<file path="config.mk">
export PLATFORM = sky130hd
export DESIGN_NAME = srx_regs
export DESIGN_NICKNAME = d
export VERILOG_FILES = /design/src/common/srx_pkg.sv /design/src/design/srx_err_monitor.sv /design/src/design/srx_regs.sv
export SDC_FILE = /design/constraint.sdc
export NUM_CORES = 1
export LEC_CHECK = 0
export BUFFER_PORTS_ARGS = -buffer_cell sky130_fd_sc_hd__buf_4
export CORE_UTILIZATION = 61
export CTS_CLUSTER_SIZE = 12
export DETAILED_ROUTE_END_ITERATION = 7
export GPL_ROUTABILITY_DRIVEN = 0
export MAX_ROUTING_LAYER = met4
export PLACE_DENSITY = 0.95
export RECOVER_POWER = 25
export SKIP_LAST_GASP = 1
export SLEW_MARGIN = 5
export SYNTH_ARGS = -nofsm -noshare
export SYNTH_HDL_FRONTEND = slang
export SYNTH_HIERARCHICAL = 1
export SYNTH_SLANG_ARGS = --single-unit
</file>
<file path="constraint.sdc">
create_clock -name clock_in -period 6.86 [get_ports clock_in]
set_input_delay 1.372 -clock clock_in [delete_from_list [all_inputs] [get_ports clock_in]]
set_output_delay 1.372 -clock clock_in [all_outputs]
set_load 0.1 [all_outputs]
</file>
<file path="src/common/srx_pkg.sv">
// Constants and types shared by the link receiver control register slice.
// Assumes one clock domain; nothing is imported, users write srx_pkg::name.
package srx_pkg;
    // Register offsets
    localparam logic [7:0] EQ_READOUT_ADDR = 8'h3b; // Equalizer state readout
    localparam logic [7:0] FAULT_THR_ADDR = 8'h41; // Link fault threshold
    localparam logic [7:0] BACK_CFG_ADDR = 8'h43; // Back-channel config
    localparam logic [7:0] EQ_MANUAL_ADDR = 8'h44; // Equalizer manual setting
    localparam logic [7:0] EQ_FLOOR_ADDR = 8'h45; // Equalizer floor config
    localparam logic [7:0] LT_SOURCE_ADDR = 8'h52; // Loop-through source
    localparam logic [7:0] LT_DRIVER_ADDR = 8'h56; // Loop-through driver on
    // Reset values
    localparam logic [7:0] FAULT_THR_RST = 8'h03; // Threshold 3, count off
    localparam logic [7:0] BACK_CFG_RST = 8'h00; // Normal frame GPIO
    localparam logic [7:0] EQ_MANUAL_RST = 8'h60; // Upper bits 3
    localparam logic [7:0] EQ_FLOOR_RST = 8'h88; // Floor 8
    localparam logic [7:0] LT_SOURCE_RST = 8'h00; // First input
    localparam logic [7:0] LT_DRIVER_RST = 8'h00; // Driver off
    // Field positions
    localparam int THR_LSB = 0; // Threshold low bit
    localparam int THR_W = 4; // Threshold width
    localparam int CNT_EN_BIT = 4; // Error count enable
    localparam int KIND_LSB = 0; // Back-channel kind low bit
    localparam int KIND_W = 3; // Back-channel kind width
    localparam int POL_BIT = 3; // Serial clock polarity
    localparam int MISO_MODE_BIT = 4; // MISO output mode
    localparam int ADAPT_OFF_BIT = 0; // Adaptation bypass
    localparam int LOWER_LSB = 1; // Manual lower bits
    localparam int UPPER_LSB = 5; // Manual upper bits
    localparam int MAN_W = 3; // Each manual half
    localparam int FLOOR_LSB = 0; // Start floor low bit
    localparam int FLOOR_W = 4; // Start floor width
    localparam int EQ_W = 6; // Equalizer setting width
    localparam int LT_SEL_BIT = 7; // Loop-through input select
    localparam int LT_EN_BIT = 3; // Loop-through driver enable
    localparam int FAULT_MASK_W = 5; // Writable bits of threshold register

    // Back-channel kinds
    typedef enum logic [2:0] {
        BC_GPIO_NORMAL = 3'b000,
        BC_GPIO_HS1 = 3'b001,
        BC_GPIO_HS2 = 3'b010,
        BC_GPIO_HS4 = 3'b011,
        BC_SPI_FWD_NORMAL = 3'b100,
        BC_SPI_FWD_HS = 3'b101,
        BC_RESERVED = 3'b110,
        BC_SPI_REV_HS = 3'b111
    } srx_kind_t;

    // One register access from the control port
    typedef struct packed {
        logic wr; // Write strobe
        logic rd; // Read strobe
        logic [7:0] addr; // Register offset
        logic [7:0] wdata; // Write data
    } srx_req_t;
endpackage

</file>
<file path="src/design/srx_err_monitor.sv">
// Link integrity error counter for one receive port.
// Assumes error flags are synchronous to clock_in and qualified by a pixel tick.
`timescale 1ns/100ps
module srx_err_monitor (
    input wire logic clock_in, // System clock
    input wire logic reset_in, // Synchronous reset, active high
    input wire logic ce_in, // Clock enable
    input wire logic pix_tick_in, // Pixel clock tick
    input wire logic [2:0] err_in, // Clock0, clock1, data channel errors
    input wire logic count_en_in, // Error counting enabled
    input wire logic [3:0] thr_in, // Error threshold
    input wire logic relock_in, // Lock reacquired, clear state
    output logic lock_lost_out // Lock dropped
);
    logic [3:0] count_r; // Errors seen so far
    logic [3:0] count_nxt; // Count including this tick
    logic hit; // Any channel in error this tick

    // Any monitored channel flags an error on a pixel tick
    assign hit = pix_tick_in && (|err_in); // RL3
    assign count_nxt = count_r + 4'h1;

    // Error counter, advances only on pixel ticks
    always_ff @(posedge clock_in) begin
        if (reset_in) begin
            count_r <= 4'h0;
        end else if (ce_in) begin
            if (relock_in) begin
                count_r <= 4'h0;
            end else if (hit && count_en_in && !lock_lost_out) begin
                count_r <= count_nxt; // RL3
            end
        end
    end

    // Lock loss decision
    always_ff @(posedge clock_in) begin
        if (reset_in) begin
            lock_lost_out <= 1'b0;
        end else if (ce_in) begin
            if (hit && !count_en_in) begin
                lock_lost_out <= 1'b1; // RL2
            end else if (hit && count_en_in && count_nxt >= thr_in) begin
                lock_lost_out <= 1'b1; // RL1
            end else if (relock_in) begin
                lock_lost_out <= 1'b0;
            end
        end
    end

    thr_reach_a: assert property (@(posedge clock_in) disable iff (reset_in)
        ce_in && hit && count_en_in && (count_r + 4'h1 >= thr_in) |=> lock_lost_out) // RL1
        else $error("lock not lost at threshold");
    first_err_a: assert property (@(posedge clock_in) disable iff (reset_in)
        ce_in && hit && !count_en_in |=> lock_lost_out) // RL2
        else $error("lock not lost on first error");
    below_thr_a: assert property (@(posedge clock_in) disable iff (reset_in)
        ce_in && !relock_in && hit && count_en_in && !lock_lost_out
        && (count_r + 4'h1 < thr_in) |=> !lock_lost_out) // RL1
        else $error("lock lost below threshold");
    lock_loss_c: cover property (@(posedge clock_in) disable iff (reset_in)
        count_en_in && $rose(lock_lost_out));
endmodule

</file>
<file path="src/design/srx_regs.sv">
// Control register slice of a serial video link receiver, two receive ports.
// Assumes the control port delivers one-cycle write/read strobes on clock_in,
// and port select and floor control bits come from registers kept elsewhere.
//
// Contract
// RL1: Counted mode drops lock at threshold count
// RL2: Uncounted mode drops lock on first error
// RL3: Counter on pixel tick, watches three channels
// RL4: Reverse SPI mode may float MISO unselected
// RL5: Polarity picks drive and sample edges
// RL6: Kinds 000-011 select GPIO back-channel modes
// RL7: Kinds 100,101,111 select SPI back-channel modes
// RL8: Bypass bit set disables adaptive equalizer
// RL9: Manual setting joins upper and lower halves
// RL10: Adaptation starts from floor value
// RL11: Port select steers floor writes
// RL12: Select bit picks loop-through source input
// RL13: Loop-through driver off until enabled
// RL14: Software keeps source select consistent elsewhere
// RL15: Port select steers writes and reads
// RL16: Floor needs apply and override bits
// RL17: Reserved kind keeps previous mode
`timescale 1ns/100ps
module srx_regs (
    input wire logic clock_in, // System clock, 250 MHz
    input wire logic reset_in, // Synchronous reset, active high
    input wire logic ce_in, // Clock enable, freezes state when low
    input wire srx_pkg::srx_req_t req_in, // Register access request
    output logic [7:0] rdata_out, // Read data, registered
    output logic rvalid_out, // Read data valid pulse
    input wire logic port0_sel_in, // First port selected for access
    input wire logic second_port_register_select_in, // Second port selected for access
    input wire logic floor_apply_in, // Floor apply control bit
    input wire logic floor_override_in, // Floor override control bit
    input wire logic [11:0] eq_state_in, // Adaptive state, port1 high half
    input wire logic pix_tick_in, // Pixel clock tick
    input wire logic [5:0] link_err_in, // Errors, port1 in high three
    input wire logic [1:0] relock_in, // Lock reacquired per port
    output logic [1:0] lock_lost_out, // Lock dropped per port
    output logic [1:0] adapt_off_out, // Adaptation bypassed per port
    output logic [11:0] eq_manual_out, // Manual setting, port1 high half
    output logic [7:0] eq_floor_out, // Effective start floor per port
    output logic [2:0] bc_kind_out, // Active back-channel kind
    output logic [2:0] gpio_count_out, // High-speed GPIO count, 0 if none
    output logic bc_spi_out, // Back-channel carries SPI
    output logic bc_high_speed_out, // Back-channel high speed
    output logic bc_reverse_out, // Reverse channel SPI
    input wire logic spi_clk_in, // Serial clock, sampled
    input wire logic spi_ss_n_in, // Slave select, active low
    input wire logic miso_data_in, // Data to send on MISO
    output logic miso_out, // MISO output value
    output logic miso_oe_out, // MISO output enable
    output logic spi_drive_out, // Drive edge pulse
    output logic spi_sample_out, // Sample edge pulse
    input wire logic [1:0] fwd_data_in, // Recovered forward data per input
    output logic lt_data_out, // Loop-through data
    output logic lt_enable_out // Loop-through driver enabled
);
    logic [7:0] thr_r [2]; // Fault threshold per port
    logic [7:0] manual_r [2]; // Manual setting per port
    logic [7:0] floor_r [2]; // Floor config per port
    logic [7:0] back_cfg_r; // Shared back-channel config
    logic [7:0] lt_src_r; // Shared loop-through source
    logic [7:0] lt_drv_r; // Shared loop-through driver
    srx_pkg::srx_kind_t kind_r; // Active back-channel kind
    logic [5:0] mode_r; // Decoded {gpio count, spi, high speed, reverse}
    logic [1:0] wr_port; // Port copies written this access
    logic rd_port; // Port copy read
    logic spi_clk_r; // Previous serial clock
    logic rise; // Serial clock rising
    logic fall; // Serial clock falling

    // Is a written value a recognised kind
    function automatic logic kind_ok(input logic [2:0] k);
        kind_ok = (k != srx_pkg::BC_RESERVED);
    endfunction

    // Port steering of writes and reads
    assign wr_port = {second_port_register_select_in, port0_sel_in}; // RL15
    assign rd_port = second_port_register_select_in; // RL15

    // Per-port registers and error monitors
    genvar p;
    generate
        for (p = 0; p < 2; p++) begin : g_port
            // Per-port register copies
            always_ff @(posedge clock_in) begin
                if (reset_in) begin
                    thr_r[p] <= srx_pkg::FAULT_THR_RST;
                    manual_r[p] <= srx_pkg::EQ_MANUAL_RST;
                    floor_r[p] <= srx_pkg::EQ_FLOOR_RST;
                end else if (ce_in && req_in.wr && wr_port[p]) begin
                    if (req_in.addr == srx_pkg::FAULT_THR_ADDR) begin
                        thr_r[p] <= {3'h0, req_in.wdata[srx_pkg::FAULT_MASK_W-1:0]};
                    end else if (req_in.addr == srx_pkg::EQ_MANUAL_ADDR) begin
                        manual_r[p] <= req_in.wdata;
                    end else if (req_in.addr == srx_pkg::EQ_FLOOR_ADDR) begin
                        floor_r[p] <= req_in.wdata; // RL11
                    end
                end
            end

            // Link error counting for this port
            srx_err_monitor u_err (
                .clock_in(clock_in),
                .reset_in(reset_in),
                .ce_in(ce_in),
                .pix_tick_in(pix_tick_in),
                .err_in(link_err_in[p*3 +: 3]),
                .count_en_in(thr_r[p][srx_pkg::CNT_EN_BIT]),
                .thr_in(thr_r[p][srx_pkg::THR_LSB +: srx_pkg::THR_W]),
                .relock_in(relock_in[p]),
                .lock_lost_out(lock_lost_out[p])
            );

            // Equalizer controls, registered
            always_ff @(posedge clock_in) begin
                if (reset_in) begin
                    adapt_off_out[p] <= 1'b0;
                    eq_manual_out[p*6 +: 6] <= 6'h18;
                    eq_floor_out[p*4 +: 4] <= 4'h0;
                end else if (ce_in) begin
                    adapt_off_out[p] <= manual_r[p][srx_pkg::ADAPT_OFF_BIT]; // RL8
                    eq_manual_out[p*6 +: 6] <= {
                        manual_r[p][srx_pkg::UPPER_LSB +: srx_pkg::MAN_W],
                        manual_r[p][srx_pkg::LOWER_LSB +: srx_pkg::MAN_W]}; // RL9
                    if (floor_apply_in && floor_override_in) begin
                        eq_floor_out[p*4 +: 4] <=
                            floor_r[p][srx_pkg::FLOOR_LSB +: srx_pkg::FLOOR_W]; // RL10 RL16
                    end else begin
                        eq_floor_out[p*4 +: 4] <= 4'h0; // RL16
                    end
                end
            end
        end
    endgenerate

    // Shared registers
    always_ff @(posedge clock_in) begin
        if (reset_in) begin
            back_cfg_r <= srx_pkg::BACK_CFG_RST;
            lt_src_r <= srx_pkg::LT_SOURCE_RST;
            lt_drv_r <= srx_pkg::LT_DRIVER_RST;
        end else if (ce_in && req_in.wr && (|wr_port)) begin
            if (req_in.addr == srx_pkg::BACK_CFG_ADDR) begin
                back_cfg_r <= req_in.wdata;
            end else if (req_in.addr == srx_pkg::LT_SOURCE_ADDR) begin
                lt_src_r <= req_in.wdata;
            end else if (req_in.addr == srx_pkg::LT_DRIVER_ADDR) begin
                lt_drv_r <= req_in.wdata;
            end
        end
    end

    // Active kind, reserved code keeps the previous one
    always_ff @(posedge clock_in) begin
        if (reset_in) begin
            kind_r <= srx_pkg::BC_GPIO_NORMAL;
        end else if (ce_in && kind_ok(back_cfg_r[srx_pkg::KIND_LSB +: srx_pkg::KIND_W])) begin
            kind_r <= srx_pkg::srx_kind_t'(back_cfg_r[srx_pkg::KIND_LSB +: srx_pkg::KIND_W]); // RL17
        end
    end

    // Back-channel mode decode, low three bits are {spi, high speed, reverse}
    always_ff @(posedge clock_in) begin
        if (reset_in) begin
            mode_r <= 6'h00;
        end else if (ce_in) begin
            case (kind_r)
                srx_pkg::BC_GPIO_HS1: mode_r <= {3'h1, 3'h2}; // RL6
                srx_pkg::BC_GPIO_HS2: mode_r <= {3'h2, 3'h2}; // RL6
                srx_pkg::BC_GPIO_HS4: mode_r <= {3'h4, 3'h2}; // RL6
                srx_pkg::BC_SPI_FWD_NORMAL: mode_r <= {3'h0, 3'h4}; // RL7
                srx_pkg::BC_SPI_FWD_HS: mode_r <= {3'h0, 3'h6}; // RL7
                srx_pkg::BC_SPI_REV_HS: mode_r <= {3'h0, 3'h7}; // RL7
                default: mode_r <= 6'h00; // RL6
            endcase
        end
    end
    assign {gpio_count_out, bc_spi_out, bc_high_speed_out, bc_reverse_out} = mode_r;
    assign bc_kind_out = kind_r;

    // Serial clock edge detection
    always_ff @(posedge clock_in) begin
        if (reset_in) begin
            spi_clk_r <= spi_clk_in; // Track idle level, no false edge
        end else if (ce_in) begin
            spi_clk_r <= spi_clk_in;
        end
    end
    assign rise = ce_in && spi_clk_in && !spi_clk_r;
    assign fall = ce_in && !spi_clk_in && spi_clk_r;
    // Polarity 0 drives on falling, samples on rising
    assign spi_drive_out = back_cfg_r[srx_pkg::POL_BIT] ? rise : fall; // RL5
    assign spi_sample_out = back_cfg_r[srx_pkg::POL_BIT] ? fall : rise; // RL5

    // MISO driver, launched on the drive edge
    always_ff @(posedge clock_in) begin
        if (reset_in) begin
            miso_out <= 1'b0;
        end else if (spi_drive_out) begin
            miso_out <= miso_data_in; // RL5
        end
    end
    assign miso_oe_out = bc_reverse_out
        && (!back_cfg_r[srx_pkg::MISO_MODE_BIT] || !spi_ss_n_in); // RL4

    // Loop-through output
    always_ff @(posedge clock_in) begin
        if (reset_in) begin
            lt_data_out <= 1'b0;
            lt_enable_out <= 1'b0;
        end else if (ce_in) begin
            lt_enable_out <= lt_drv_r[srx_pkg::LT_EN_BIT]; // RL13
            if (lt_drv_r[srx_pkg::LT_EN_BIT]) begin
                lt_data_out <= fwd_data_in[lt_src_r[srx_pkg::LT_SEL_BIT]]; // RL12
            end else begin
                lt_data_out <= 1'b0; // RL13
            end
        end
    end

    // Register read-back
    always_ff @(posedge clock_in) begin
        if (reset_in) begin
            rdata_out <= 8'h00;
            rvalid_out <= 1'b0;
        end else if (ce_in) begin
            rvalid_out <= req_in.rd;
            if (req_in.rd) begin
                if (req_in.addr == srx_pkg::EQ_READOUT_ADDR) begin
                    rdata_out <= {2'h0, eq_state_in[rd_port*6 +: 6]}; // RL15
                end else if (req_in.addr == srx_pkg::FAULT_THR_ADDR) begin
                    rdata_out <= thr_r[rd_port];
                end else if (req_in.addr == srx_pkg::BACK_CFG_ADDR) begin
                    rdata_out <= back_cfg_r;
                end else if (req_in.addr == srx_pkg::EQ_MANUAL_ADDR) begin
                    rdata_out <= manual_r[rd_port];
                end else if (req_in.addr == srx_pkg::EQ_FLOOR_ADDR) begin
                    rdata_out <= floor_r[rd_port];
                end else if (req_in.addr == srx_pkg::LT_SOURCE_ADDR) begin
                    rdata_out <= lt_src_r;
                end else if (req_in.addr == srx_pkg::LT_DRIVER_ADDR) begin
                    rdata_out <= lt_drv_r;
                end else begin
                    rdata_out <= 8'h00;
                end
            end
        end
    end

    miso_float_a: assert property (@(posedge clock_in) disable iff (reset_in)
        bc_reverse_out && back_cfg_r[srx_pkg::MISO_MODE_BIT] && spi_ss_n_in
        |-> !miso_oe_out) // RL4
        else $error("MISO driven while unselected");
    miso_drive_a: assert property (@(posedge clock_in) disable iff (reset_in)
        bc_reverse_out && !back_cfg_r[srx_pkg::MISO_MODE_BIT] |-> miso_oe_out) // RL4
        else $error("MISO not driven in always mode");
    drive_edge_a: assert property (@(posedge clock_in) disable iff (reset_in)
        spi_drive_out |-> (back_cfg_r[srx_pkg::POL_BIT] ? $rose(spi_clk_in)
        : $fell(spi_clk_in))) // RL5
        else $error("drive edge wrong for polarity");
    rev_kind_a: assert property (@(posedge clock_in) disable iff (reset_in)
        ce_in && kind_r == srx_pkg::BC_SPI_REV_HS |=> bc_reverse_out && bc_spi_out) // RL7
        else $error("reverse SPI kind not decoded");
    gpio_four_a: assert property (@(posedge clock_in) disable iff (reset_in)
        ce_in && kind_r == srx_pkg::BC_GPIO_HS4 |=> gpio_count_out == 3'h4) // RL6
        else $error("four GPIO kind not decoded");
    reserved_hold_a: assert property (@(posedge clock_in) disable iff (reset_in)
        back_cfg_r[2:0] == 3'b110 |=> kind_r == $past(kind_r)) // RL17
        else $error("reserved kind changed mode");
    floor_gate_a: assert property (@(posedge clock_in) disable iff (reset_in)
        ce_in && !(floor_apply_in && floor_override_in) |=> eq_floor_out[3:0] == 4'h0) // RL16
        else $error("floor applied without permission");
    manual_join_a: assert property (@(posedge clock_in) disable iff (reset_in)
        ce_in |=> eq_manual_out[5:0] == {$past(manual_r[0][7:5]), $past(manual_r[0][3:1])}) // RL9
        else $error("manual setting halves misplaced");
    lt_off_a: assert property (@(posedge clock_in) disable iff (reset_in)
        !lt_enable_out |-> !lt_data_out) // RL13
        else $error("loop-through active while disabled");
    lt_src_a: assert property (@(posedge clock_in) disable iff (reset_in)
        ce_in && lt_drv_r[3] |=> lt_data_out == $past(fwd_data_in[lt_src_r[7]])) // RL12
        else $error("loop-through source wrong");
    floor_port_a: assert property (@(posedge clock_in) disable iff (reset_in)
        ce_in && req_in.wr && second_port_register_select_in && !port0_sel_in
        && req_in.addr == srx_pkg::EQ_FLOOR_ADDR |=> floor_r[1] == $past(req_in.wdata)
        && floor_r[0] == $past(floor_r[0])) // RL11
        else $error("floor write not steered to second port");
    bypass_a: assert property (@(posedge clock_in) disable iff (reset_in)
        ce_in |=> adapt_off_out[0] == $past(manual_r[0][0])) // RL8
        else $error("bypass bit not followed");
    rev_spi_c: cover property (@(posedge clock_in) disable iff (reset_in)
        bc_reverse_out && miso_oe_out);
    lt_on_c: cover property (@(posedge clock_in) disable iff (reset_in)
        $rose(lt_enable_out));
    port1_rd_c: cover property (@(posedge clock_in) disable iff (reset_in)
        req_in.rd && second_port_register_select_in);
endmodule

</file>
==> results.toml <==
[power_and_ir_drop]
p_per_area_mw_per_mm2 = 255
worst_ir_drop_vdd_mv = 0.199
p_leak_nw = 2.74

[worst_setup_path]
path_max_fanout = 85
crit_chain = "clkbuf_1 -> nor2_1 -> inv_1"
cp-startpoint = "reset_in"
start_kind = "input port"
slowest_delay_ns = 2.49
r2r_start = "g_port[1].u_err/count_r[0]$_SDFFE_PP0P_"
reg2regPathDepth = 5
cp_data_required_time_ns = 7.06
critPathKind = "in -> reg"
crit_arrival_ns = 4.98
crit_path_end_kind = "register"
crit_slowest_cell = "clkbuf_1"
reg2reg_slack_ns = 5.04
regToRegEndpoint = "g_port[1].u_err/lock_lost_out$_SDFFE_PP0P_"

[clocking]
clock-sinks = 120
cts_buffers = 17
post_cts_resized = 0
cts_buffer_depth = 2
ctsHtreeMaxLevel = 4
clk_pin_slew_ns = 0.05
cts_root_buf = "clkbuf_8"
hold_buffers = 0
clk_latency_ns = 0.52
tritoncts = "done"
postCtsSetupRepairBufs = 0

[flow_run]
drv_cap = 1

[final_layout]
area_growth_pct = 21.8
num-fill-cells = 531
diodes = 0
instances_no_fill = 791
drive_above_1_share_pct = 21.1
ff_latch_area_sq_mm = 0.00283
final_nets = 710
fin_area_sq_mm = 0.00706
final_util_pct = 76.4
multi_input_area_sq_mm = 0.00280

[synth]
syn-instance-count = 558
netlist_top_cells_count = "77 x dfxtp_1, 63 x nor2_1, 59 x mux2i_1"
ys_types = 62
synth_top_family_by_area = "simple AND/OR/NAND/NOR gates"
yosysWarnings = 6
synth.area.top_cells = "dfxtp_1 27%, edfxtp_1 22%, mux2i_1 10%"
ys_ff_latch = 120
synth_edf_count = 43
synth_xor_xnor_area_share_pct = 0.605
dominantRegCellSynth = "dfxtp_1"
yosysSeqAreaShare_pct = 48.9
synth.top_cell.area_share_pct = 26.6
synth-simple-area-share_pct = 20.7
synth_compound_area_share_pct = 13.1
syn_nets = 619
yosys.area.top_type = "dfxtp_1"
avgSynthCellArea_sq_um = 10.4
async_flop_share_pct = 0
yosysMostFrequentCell = "dfxtp_1"
synth-adder-area-share_pct = 2.16
mappedNetlistArea_sq_mm = 0.00579
synth_mux_area_share_pct = 11.7

[global_routing]
grt_pass1_wl_mm = 24.2
antenna_found_initial = 0
grt_start_max_net_pins = 86
grt_pass1_vias = 4735
gr-usage-all-layers_pct = 33.6
grt-ovfl-total = 0

[sta]
fin_crit_sh_pct = 69.6
tns_ns = 0
finalCriticalPeriod_ns = 4.78
slew_violations = 86
finClkSkew_ns = 0.00656
grt_setup_unrepaired = "no"
max_slew_margin_pct = -141
hold_viol_final = 0
worstMarginPinSlew_ns = 3.62
max_freq_ghz = 0.209
setup_viol = 0

[floorplan]
io_pins = 99
rows = 35
start_util_pct = 62.7
die_y_microns = 99.5
core_sq_mm = 0.00924
die_w_microns = 99.5
die_area_sq_mm = 0.00989

[route]
routedWlPerCell_microns = 19.6
totalWireLength_mm = 15.5
detail_route.vias_per_cell = 6.26
dr.pass1.iters = 8
drcViolationCount = 0
ant_nets = 0
via_count = 4950
first_iter_violations = 488

[placement]
placed_cell_area_sq_mm = 0.00658
port_buffers = 98
dp_hpwl_mm = 10.1
dp_cells = 759

[outcome]
violations = "capacitance limit, slew limit"
status = "complete, but fails checks"

[hold_path]
hold_depth = 2
hp-start = "rvalid_out$_SDFFE_PP0P_"
hold_path_end = "rvalid_out$_SDFFE_PP0P_"
hold_class = "reg -> reg"
## cell families after synthesis
logic type	Yosys count
compound gates	108
fa+ha+maj	10
xor+xnor	4
mux	67
flops	120
buf+inv	40
simple gates	209
## how the worst max path moves through the flow
stage / to / cells after the start
2_1_floorplan: miso_oe_out / 1
3_3_place_gp: spi_drive_out / 3
3_5_place_dp: spi_drive_out / 3
4_1_cts: spi_drive_out / 3
5_1_grt: spi_clk_r$_DFFE_PP_ / 3
6_report: spi_clk_r$_DFFE_PP_ / 3
## metrics by stage
step | setup WS [ns] | hold WS (ns) | power (mW)
2_1_floorplan | 1.93 | 0.454 | 0.940
3_3_place_gp | 3.11 | 0.459 | 1.01
3_5_place_dp | 3.07 | 0.466 | 1.01
4_1_cts | 3.07 | 0.475 | 1.80
5_1_grt | 1.76 | 0.504 | 1.85
6_report | 2.08 | 0.472 | 1.80
## worst max-delay path, delay by kind of cell
family | cells | cell delay, ns
buf+inv | 2 | 2.84
simple gates | 1 | 0.74
## cells in the final DEF, fill, tap and decap left out, types with 5 or more instances in the layout
master	n
dfxtp_1	77
edfxtp_1	43
nor2b_1	7
a21oi_1	18
nand3b_1	9
a22o_1	8
nor2_1	63
ha_1	10
clkbuf_16	17
a221o_1	5
nand2b_1	24
nand2_1	15
nand3_1	17
o211ai_1	8
clkbuf_1	18
mux2_2	8
nor3_1	8
or3_1	6
inv_1	14
mux2i_1	59
and2_1	32
o21ai_0	21
buf_4	83
a211o_1	6
o22ai_1	5
o21bai_1	6
a22oi_1	6
## sequential cells by signal, summed over array words and instances, names as in the netlist, 2 cells and up
register / cells
manual_r: 16
lt_drv_r: 8
adapt_off_out: 2
g_port.u_err/lock_lost_out: 2
bc_kind_out: 3
g_port.u_err/count_r: 8
back_cfg_r: 8
thr_r: 10
lt_src_r: 8
rdata_out: 8
eq_manual_out: 12
mode_r: 6
eq_floor_out: 8
floor_r: 16
## final cells by class
cell class	instances	area share (%)
multi-input cells	398	39.7
repair buffers	98	9.63
flip-flops and latches	120	40.1
inverters	14	0.745
clock buffers	22	6.58
clock inverters	10	0.940
well taps	129	2.29
## per-layer routing
metal | wire length (microns) | vias to the layer above | GRT usage [%]
met5 | 0 | - | -
met3 | 1670 | 63 | 8.15
met1 | 5850 | 2332 | 40.8
met4 | 605 | 0 | 16.5
li1 | - | 2225 | -
met2 | 7390 | 330 | 52.7
## power by group
group          internal [mW]  total, mW  switching, mW
combinational         0.0640      0.223          0.159
sequential             0.761      0.777         0.0160
clock                  0.474      0.803          0.329
total                   1.30       1.80          0.503
(Power assumes the default switching activity.)
